[src/common/sc_pkg.sv]
// shared constants and types of the switch configuration register block
package sc_pkg;
  // register addresses
  localparam logic [7:0] SC_REG_CONFIG = 8'h01;
  localparam logic [7:0] SC_REG_ID = 8'h02;
  localparam logic [7:0] SC_REG_FAULT = 8'h04;
  localparam logic [7:0] SC_REG_ADC1 = 8'h06;
  localparam logic [7:0] SC_REG_ADC4 = 8'h09;
  // reset values
  localparam logic [7:0] SC_CONFIG_RESET = 8'h1F;
  localparam logic [7:0] SC_ZERO = 8'h00;
  // switch_configuration field positions
  localparam int SC_MUX_HI = 7;
  localparam int SC_MUX_LO = 6;
  localparam int SC_CONT_BIT = 5;
  localparam int SC_RTV_BIT = 4;
  localparam int SC_EN_HI = 3;
  localparam int SC_EN_LO = 0;
  // adc source-select codes
  localparam logic [1:0] SC_SRC_CURRENT = 2'h0;
  localparam logic [1:0] SC_SRC_VOUT = 2'h1;
  localparam logic [1:0] SC_SRC_SUPPLY = 2'h2;
  // part_identification field layout
  localparam logic [1:0] SC_ID_TOP = 2'h0;
  // bus address: upper six bits fixed, bit 0 from the address strap
  localparam logic [6:0] SC_I2C_BASE = 7'h28;
  // timing: one adc result register loaded per conversion step
  localparam int SC_CLK_PERIOD_NS = 10;
  localparam int SC_CONV_STEP_NS = 1000;
  localparam int SC_CONV_STEP_CYC = SC_CONV_STEP_NS / SC_CLK_PERIOD_NS;
  // serial engine states
  typedef enum logic [2:0] {
    SC_I_IDLE = 3'b000,
    SC_I_RX = 3'b001,
    SC_I_RX_ACK = 3'b010,
    SC_I_TX = 3'b011,
    SC_I_TX_ACK = 3'b100
  } sc_i2c_state_e;
endpackage

[src/rtl/sc_i2c_slave.sv]
// two-wire serial slave engine: address match, register pointer, byte strobes
`timescale 1ns/1ps
module sc_i2c_slave (
  // clock and reset
  input wire logic clock,
  input wire logic nrst,
  // bus pins, raw
  input wire logic scl_in,
  input wire logic sda_in,
  output logic sda_oe,
  // own 7-bit address
  input wire logic [6:0] dev_addr,
  // register side
  output logic wr_stb,
  output logic rd_stb,
  output logic [7:0] acc_addr,
  output logic [7:0] cur_addr,
  output logic [7:0] wr_data,
  input wire logic [7:0] rd_data
);
  import sc_pkg::*;

  //////////////////////////////////////////////////////////////////////////
  logic [1:0] scl_sy, sda_sy;
  logic scl_d, sda_d;
  sc_i2c_state_e state, next_state;
  logic [3:0] cnt, next_cnt;
  logic [7:0] sh, next_sh;
  logic [1:0] idx, next_idx;
  logic rw, next_rw, next_oe, next_wr_stb, next_rd_stb;
  logic [7:0] next_acc_addr, next_cur_addr, next_wr_data;
  logic scl_rise, scl_fall, start_c, stop_c;

  // two-flop synchronisers; edges only look at the second stage
  always_ff @(posedge clock or negedge nrst) begin
    if (!nrst) begin
      scl_sy <= 2'h3;
      sda_sy <= 2'h3;
      scl_d <= 1'b1;
      sda_d <= 1'b1;
    end else begin
      scl_sy <= {scl_sy[0], scl_in};
      sda_sy <= {sda_sy[0], sda_in};
      scl_d <= scl_sy[1];
      sda_d <= sda_sy[1];
    end
  end

  assign scl_rise = scl_sy[1] & ~scl_d;
  assign scl_fall = ~scl_sy[1] & scl_d;
  assign start_c = scl_sy[1] & scl_d & sda_d & ~sda_sy[1];
  assign stop_c = scl_sy[1] & scl_d & ~sda_d & sda_sy[1];

  //////////////////////////////////////////////////////////////////////////
  // frame: address byte, register-address byte, then data bytes
  always_comb begin
    next_state = state;
    next_cnt = cnt;
    next_sh = sh;
    next_idx = idx;
    next_rw = rw;
    next_oe = sda_oe;
    next_acc_addr = acc_addr;
    next_cur_addr = cur_addr;
    next_wr_data = wr_data;
    next_wr_stb = 1'b0;
    next_rd_stb = 1'b0;
    if (start_c) begin
      next_state = SC_I_RX;
      next_cnt = 4'h0;
      next_idx = 2'h0;
      next_oe = 1'b0;
    end else if (stop_c) begin
      next_state = SC_I_IDLE;
      next_oe = 1'b0;
    end else begin
      case (state)
        SC_I_RX: begin
          if (scl_rise) begin
            next_sh = {sh[6:0], sda_sy[1]};
            next_cnt = cnt + 4'h1;
          end else if (scl_fall && cnt == 4'h8) begin
            next_cnt = 4'h0;
            next_state = SC_I_RX_ACK;
            next_oe = 1'b1;
            if (idx != 2'h2) next_idx = idx + 2'h1;
            if (idx == 2'h0) begin
              next_rw = sh[0];
              // not our address: stay off the bus until the next start
              if (sh[7:1] != dev_addr) begin
                next_state = SC_I_IDLE;
                next_oe = 1'b0;
              end
            end else if (idx == 2'h1) begin
              next_cur_addr = sh;
            end else begin
              next_wr_data = sh;
              next_wr_stb = 1'b1;
              next_acc_addr = cur_addr;
              next_cur_addr = cur_addr + 8'h01;
            end
          end
        end
        SC_I_RX_ACK: begin
          if (scl_fall) begin
            next_oe = 1'b0;
            next_state = SC_I_RX;
            if (rw && idx == 2'h1) begin
              next_state = SC_I_TX;
              next_sh = rd_data;
              next_oe = ~rd_data[7];
              next_rd_stb = 1'b1;
              next_acc_addr = cur_addr;
              next_cur_addr = cur_addr + 8'h01;
            end
          end
        end
        SC_I_TX: begin
          if (scl_fall) begin
            if (cnt == 4'h7) begin
              next_state = SC_I_TX_ACK;
              next_oe = 1'b0;
            end else begin
              next_cnt = cnt + 4'h1;
              next_sh = {sh[6:0], 1'b0};
              next_oe = ~sh[6];
            end
          end
        end
        SC_I_TX_ACK: begin
          // cnt[0] keeps the master's acknowledge level
          if (scl_rise) begin
            next_cnt = {3'h0, sda_sy[1]};
          end else if (scl_fall) begin
            if (!cnt[0]) begin
              next_state = SC_I_TX;
              next_cnt = 4'h0;
              next_sh = rd_data;
              next_oe = ~rd_data[7];
              next_rd_stb = 1'b1;
              next_acc_addr = cur_addr;
              next_cur_addr = cur_addr + 8'h01;
            end else begin
              next_state = SC_I_IDLE;
            end
          end
        end
        default: next_state = SC_I_IDLE;
      endcase
    end
  end

  // engine registers
  always_ff @(posedge clock or negedge nrst) begin
    if (!nrst) begin
      state <= SC_I_IDLE;
      cnt <= 4'h0;
      sh <= 8'h00;
      idx <= 2'h0;
      rw <= 1'b0;
      sda_oe <= 1'b0;
      acc_addr <= 8'h00;
      cur_addr <= 8'h00;
      wr_data <= 8'h00;
      wr_stb <= 1'b0;
      rd_stb <= 1'b0;
    end else begin
      state <= next_state;
      cnt <= next_cnt;
      sh <= next_sh;
      idx <= next_idx;
      rw <= next_rw;
      sda_oe <= next_oe;
      acc_addr <= next_acc_addr;
      cur_addr <= next_cur_addr;
      wr_data <= next_wr_data;
      wr_stb <= next_wr_stb;
      rd_stb <= next_rd_stb;
    end
  end
endmodule // sc_i2c_slave

[src/rtl/sc_switch_config.sv]
// configuration, identification, fault view and adc result registers
`timescale 1ns/1ps
module sc_switch_config #(
  parameter logic [1:0] PART_CODE = 2'h2, // arbitrary value
  parameter logic [3:0] REVISION = 4'h0,
  parameter bit EXT_DIAG = 1'b1,
  parameter int CONV_STEP_CYC = sc_pkg::SC_CONV_STEP_CYC
) (
  // clock and reset
  input wire logic clock,
  input wire logic nrst,
  // serial bus pins
  input wire logic scl_in,
  input wire logic sda_in,
  output logic sda_out,
  output logic sda_oe,
  // straps and control pins
  input wire logic addr_pin,
  input wire logic en_pin,
  // per-channel raw fault conditions
  input wire logic [3:0] fault_in,
  // converter samples, same clock
  input wire logic [3:0][7:0] meas_current,
  input wire logic [3:0][7:0] meas_vout,
  input wire logic [7:0] meas_vin,
  input wire logic [7:0] meas_vdd,
  input wire logic [7:0] meas_current_limit_set_pin,
  // switch drive and open-drain fault interrupt
  output logic [3:0] channel_on,
  output logic int_out,
  output logic int_oe
);
  import sc_pkg::*;

  //////////////////////////////////////////////////////////////////////////
  logic [5:0] pin_s1, pin_s2;
  logic en_s, a0_s;
  logic [3:0] fault_s;
  logic wr_stb, rd_stb;
  logic [7:0] acc_addr, cur_addr, wr_data, rd_data;
  logic [7:0] cfg_word, next_cfg_word;
  logic [3:0] status, next_status;
  logic [3:0][7:0] result, next_result;
  logic conv_busy, next_busy;
  logic [1:0] conv_idx, next_idx;
  logic [15:0] step, next_step;
  logic [3:0] next_channel_on;
  logic next_int_oe, conv_load, conv_start, rd_fault;
  logic [7:0] load_val;
  logic [1:0] cfg_mux;
  logic cfg_cont, cfg_rtv;

  // pins cross in through two flops; first stage feeds only the second
  always_ff @(posedge clock or negedge nrst) begin
    if (!nrst) begin
      pin_s1 <= 6'h00;
      pin_s2 <= 6'h00;
    end else begin
      pin_s1 <= {fault_in, addr_pin, en_pin};
      pin_s2 <= pin_s1;
    end
  end
  assign en_s = pin_s2[0];
  assign a0_s = pin_s2[1];
  assign fault_s = pin_s2[5:2];

  sc_i2c_slave u_bus (
    .clock(clock),
    .nrst(nrst),
    .scl_in(scl_in),
    .sda_in(sda_in),
    .sda_oe(sda_oe),
    .dev_addr({SC_I2C_BASE[6:1], a0_s}),
    .wr_stb(wr_stb),
    .rd_stb(rd_stb),
    .acc_addr(acc_addr),
    .cur_addr(cur_addr),
    .wr_data(wr_data),
    .rd_data(rd_data)
  );

  assign cfg_mux = cfg_word[SC_MUX_HI:SC_MUX_LO];
  assign cfg_cont = cfg_word[SC_CONT_BIT];
  assign cfg_rtv = cfg_word[SC_RTV_BIT];

  //////////////////////////////////////////////////////////////////////////
  // read mux; unmapped addresses read as zero
  always_comb begin
    if (cur_addr == SC_REG_CONFIG) begin
      rd_data = cfg_word;
    end else if (cur_addr == SC_REG_ID) begin
      rd_data = {SC_ID_TOP, PART_CODE, REVISION};
    end else if (cur_addr == SC_REG_FAULT) begin
      rd_data = {4'h0, status};
    end else if (cur_addr >= SC_REG_ADC1 && cur_addr <= SC_REG_ADC4) begin
      rd_data = result[2'(cur_addr - SC_REG_ADC1)];
    end else begin
      rd_data = SC_ZERO;
    end
  end

  // source for the result register being loaded
  always_comb begin
    load_val = SC_ZERO;
    if (cfg_mux == SC_SRC_CURRENT || !EXT_DIAG) begin
      load_val = meas_current[conv_idx];
    end else if (cfg_mux == SC_SRC_VOUT) begin
      load_val = meas_vout[conv_idx];
    end else if (cfg_mux == SC_SRC_SUPPLY) begin
      // fourth result register is cleared in this mode
      if (conv_idx == 2'h0) load_val = meas_vin;
      else if (conv_idx == 2'h1) load_val = meas_vdd;
      else if (conv_idx == 2'h2) load_val = meas_current_limit_set_pin;
    end
  end

  //////////////////////////////////////////////////////////////////////////
  // register writes, fault view, conversion sequencer, outputs
  assign rd_fault = rd_stb && acc_addr == SC_REG_FAULT;
  assign conv_start = cfg_cont || (rd_stb && acc_addr == SC_REG_ADC1);
  assign conv_load = conv_busy && step == 16'(CONV_STEP_CYC - 1);

  always_comb begin
    next_cfg_word = cfg_word;
    if (wr_stb && acc_addr == SC_REG_CONFIG) next_cfg_word = wr_data;
    // latched: a fault present in the clearing cycle survives the read
    if (cfg_rtv) next_status = fault_s;
    else next_status = (status & ~{4{rd_fault}}) | fault_s;
    next_int_oe = |next_status;
    next_channel_on = {4{en_s}} & cfg_word[SC_EN_HI:SC_EN_LO];
    next_busy = conv_busy;
    next_idx = conv_idx;
    next_step = step;
    next_result = result;
    if (!conv_busy) begin
      if (conv_start) begin
        next_busy = 1'b1;
        next_idx = 2'h0;
        next_step = 16'h0000;
      end
    end else if (conv_load) begin
      // results fill one after another; old values stay readable meanwhile
      next_result[conv_idx] = load_val;
      next_step = 16'h0000;
      next_idx = conv_idx + 2'h1;
      if (conv_idx == 2'h3) next_busy = 1'b0;
    end else begin
      next_step = step + 16'h0001;
    end
  end

  always_ff @(posedge clock or negedge nrst) begin
    if (!nrst) begin
      cfg_word <= SC_CONFIG_RESET;
      status <= 4'h0;
      result <= '0;
      conv_busy <= 1'b0;
      conv_idx <= 2'h0;
      step <= 16'h0000;
      channel_on <= 4'h0;
      int_oe <= 1'b0;
      int_out <= 1'b0;
      sda_out <= 1'b0;
    end else begin
      cfg_word <= next_cfg_word;
      status <= next_status;
      result <= next_result;
      conv_busy <= next_busy;
      conv_idx <= next_idx;
      step <= next_step;
      channel_on <= next_channel_on;
      int_oe <= next_int_oe;
      int_out <= 1'b0;
      sda_out <= 1'b0;
    end
  end
endmodule // sc_switch_config

[config.mk]
export PLATFORM = sky130hd
export DESIGN_NAME = sc_switch_config
export DESIGN_NICKNAME = d
export VERILOG_FILES = /design/src/common/sc_pkg.sv /design/src/rtl/sc_i2c_slave.sv /design/src/rtl/sc_switch_config.sv
export SDC_FILE = /design/constraint.sdc
export NUM_CORES = 1
export LEC_CHECK = 0
export ABC_CLOCK_PERIOD_IN_PS = 4200
export BUFFER_PORTS_ARGS = -buffer_cell sky130_fd_sc_hd__buf_2
export CAP_MARGIN = 30
export CORE_ASPECT_RATIO = 1.75
export CORE_MARGIN = 10
export CORE_UTILIZATION = 25
export CTS_CLUSTER_SIZE = 28
export DETAILED_ROUTE_END_ITERATION = 16
export GPL_TIMING_DRIVEN = 0
export PLACE_DENSITY_LB_ADDON = 0.3
export SLEW_MARGIN = 20
export SYNTH_ARGS = -nofsm -noshare
export SYNTH_HDL_FRONTEND = slang
export SYNTH_HIERARCHICAL = 1
export SYNTH_SLANG_ARGS = --single-unit
[constraint.sdc]
create_clock -name clock -period 4.2 [get_ports clock]
set_clock_uncertainty 0.2 [all_clocks]
set_input_delay 0.63 -clock clock [delete_from_list [all_inputs] [get_ports clock]]
set_output_delay 0.63 -clock clock [all_outputs]
set_load 0.1 [all_outputs]
==> flow_summary_export.csv <==
group,metric,value,unit
cts,cts_resized,0,
logic_synthesis,ys_ff_latch,131,
timing,fmax,268,MHz
floorplanning,io_pins,106,
timing,finalCritPeriodShare,88.7,%
route,post_drt_wl_per_cell,17.8,um
setup_path,cp-end-kind,"flip-flop",
logic_synthesis,synthTopCellsByCount,"dfrtp_1 (120), mux2_2 (64), nand2_1 (42)",
logic_synthesis,synthArstFlopShare,100,%
floorplanning,dieArea,37200,um^2
global_route,first_global_vias,6133,
placement,dp_hpwl,16100,um
cts,htree_num_levels,4,
floorplanning,die_h,248,um
setup_path,path_max_fanout,10,
cells_and_area,drive_above_1_share,32.1,%
floorplanning,die-width,150,um
cts,clk_pin_slew_worst_paths,0.06,ns
route,first_iter_violations,434,
setup_path,crit_path_start_kind,"flip-flop",
logic_synthesis,ys_top_cells_by_area,"dfrtp_1 (41%), mux2_2 (9.7%), mux2i_1 (4.9%)",
logic_synthesis,syn_area_per_cell,11.1,um^2
global_route,grt_overflow,0,
setup_path,required,4.31,ns
logic_synthesis,ys_warn_count,6,
setup_path,worstPathArrival,3.83,ns
global_route,antenna_found_initial,0,
setup_path,reg2reg_from,"conv_idx[1]",
timing,hold_viol,0,
cts,cts_buffer_depth,2,
timing,timing.final.ws_setup,0.475,ns
route,vias_per_cell,4.89,
timing,rsz0062_at_grt,"false",
cells_and_area,n_antenna_cell,0,
setup_path,crit_path_start,"conv_idx[1]",
timing,tightest_slew,0.848,ns
timing,finalMaxSlewViolations,0,
placement,dp_worst_setup_slack,0.484,ns
placement,numPortBuffers,103,
timing,period_minus_slack,3.73,ns
logic_synthesis,synth-edff-count,0,
placement,globalplace.congestion,0.849,
cts,numCtsBuffers,17,
min_path,min_from,"fault_in[1]",
logic_synthesis,synth_top_area_share,40.5,%
setup_path,path_class,"flip-flop to flip-flop",
run,drv_cap,0,
floorplanning,num_rows,83,
logic_synthesis,syn_inst,665,
timing,max_slew_margin,43.5,%
logic_synthesis,synth_cell_types,79,
outcome,status,"finished, final reports clean",
route,dr.pass1.iters,5,
global_route,grt_use_total,11.7,%
logic_synthesis,syn-cell-area,7410,um^2
timing,setup-tns-final,0,ns
logic_synthesis,synth_ff_type,"dfrtp_1",
cells_and_area,syn_to_final_growth,22.1,%
min_path,hold_path.class,"input pin to flip-flop",
global_route,grt_start_max_net_pins,95,
global_route,grt_pass1_wl,34300,um
power_and_ir_drop,p_per_area,447,nW/um^2
cts,cts-root-buf,"clkbuf_16",
route,drc,0,
floorplanning,core,29300,um^2
logic_synthesis,yosys.area.top_type,"dfrtp_1",
route,vias,5820,
route,ant_nets,0,
logic_synthesis,synth.most_common_cell,"dfrtp_1",
timing,setup_viol,0,
route,wl,21200,um
cts,clkSinkCount,131,
floorplanning,start_util,25.3,%
cts,cts_tree,"yes",
cts,clk-insertion-delay-late,0.42,ns
cells_and_area,fin_nets,907,
cells_and_area,fin_util,30.9,%
cells_and_area,final.fill_count,3075,
power_and_ir_drop,peakVddDrop,0.000272,V
setup_path,timing.reg2reg.setup_slack,0.47,ns
logic_synthesis,ys_seq_area_share,44.4,%
power_and_ir_drop,leakage,3.72,nW
-- repair_timing --
item,CTS,global route
setup buffers,0,0
hold buffers,1,0
hold endpoints to repair,34,0
endpoints found under the setup margin,0,0
-- report_power, final --
part	internal (mW)	switching (mW)	total [mW]
clock network	0.841	0.592	1.43
registers	1.39	0.181	1.57
logic	0.472	0.572	1.04
total	2.70	1.34	4.04
-- area by class of cell --
cell class,count,area (um^2),share of cell area [%]
repair buffers,105,563,6.23
flip-flops and latches,131,3290,36.4
inverters,33,124,1.37
clock buffers,20,447,4.94
multi-input cells,472,3830,42.4
clock inverters,12,125,1.38
plain buffers,35,183,2.02
well taps,382,478,5.29
-- through the flow --
stage	power, mW	cells	hold slack, ns	instance area, um^2
after floorplan	2.28	671	0.131	7430
after global placement	2.63	1156	0.132	8420
after detailed placement	2.64	1157	0.135	8460
after CTS	4.09	1190	0.102	9040
after global routing	4.26	1190	0.103	9040
final	4.04	1190	0.115	9040
-- cell families after synthesis --
logic type                 after synthesis  share of synthesized area [%]
DFF                                    131                           44.4
xor gates and xnor gates                10                           1.18
AOI/OAI and AO/OA                      152                           14.9
other                                    2                          0.101
buffers and inverters                   68                           4.14
adders and majority gates               14                           2.36
and+or+nand+nor                        170                           14.3
muxes                                  118                           18.5
-- flip-flops by register name (all words and copies together) (netlist names), 4 cells and up --
| signal | count |
|---|---|
| cfg_word | 8 |
| u_bus/acc_addr | 8 |
| pin_s1 | 6 |
| result | 32 |
| step | 16 |
| u_bus/cnt | 4 |
| u_bus/cur_addr | 8 |
| channel_on | 4 |
| pin_s2 | 6 |
| u_bus/sh | 8 |
| u_bus/wr_data | 8 |
| status | 4 |
-- worst max-delay path, cell delays in order (launching register included) --
cell	delay (ns)
dfrtp_1	0.40
clkbuf_1	0.41
clkbuf_1	0.67
inv_1	0.16
ha_1	0.22
clkbuf_1	0.21
clkbuf_1	0.33
a221o_2	0.37
a211o_2	0.35
mux2_1	0.29
-- placed cells by master, fill, tap and decap left out, types with 9 or more instances in the layout --
| cell | count |
|---|---|
| mux2_2 | 64 |
| clkbuf_16 | 17 |
| nor2_1 | 11 |
| nor2b_1 | 11 |
| nand3_1 | 22 |
| a21o_1 | 10 |
| mux2i_1 | 36 |
| nand2_1 | 42 |
| buf_2 | 106 |
| dfrtp_1 | 120 |
| inv_1 | 33 |
| mux2_1 | 10 |
| ha_1 | 14 |
| o21ai_0 | 28 |
| nand4_1 | 9 |
| dfstp_2 | 11 |
| clkbuf_1 | 23 |
| a21oi_1 | 30 |
| o22ai_1 | 17 |
-- path summary, 6_finish.rpt --
kind / endpoint / depth (start not counted)
worst max-delay path: result[9] / 9
worst min-delay path: pin_s1[3] / 1
worst max register to register: result[9] / 9
worst min register to register: pin_s2[0] / 0
max in group asynchronous: step[13] / 3
min in group asynchronous: pin_s2[2] / 2
-- metal layers --
metal | track usage (%) | wire [um] | up-vias
li1 | - | - | 2752
met1 | 12.3 | 7900 | 2917
met5 | 0 | 0 | -
met2 | 22.6 | 12300 | 118
met3 | 1.82 | 496 | 33
met4 | 4.27 | 531 | 0
Power figures use the tool's default switching activity.
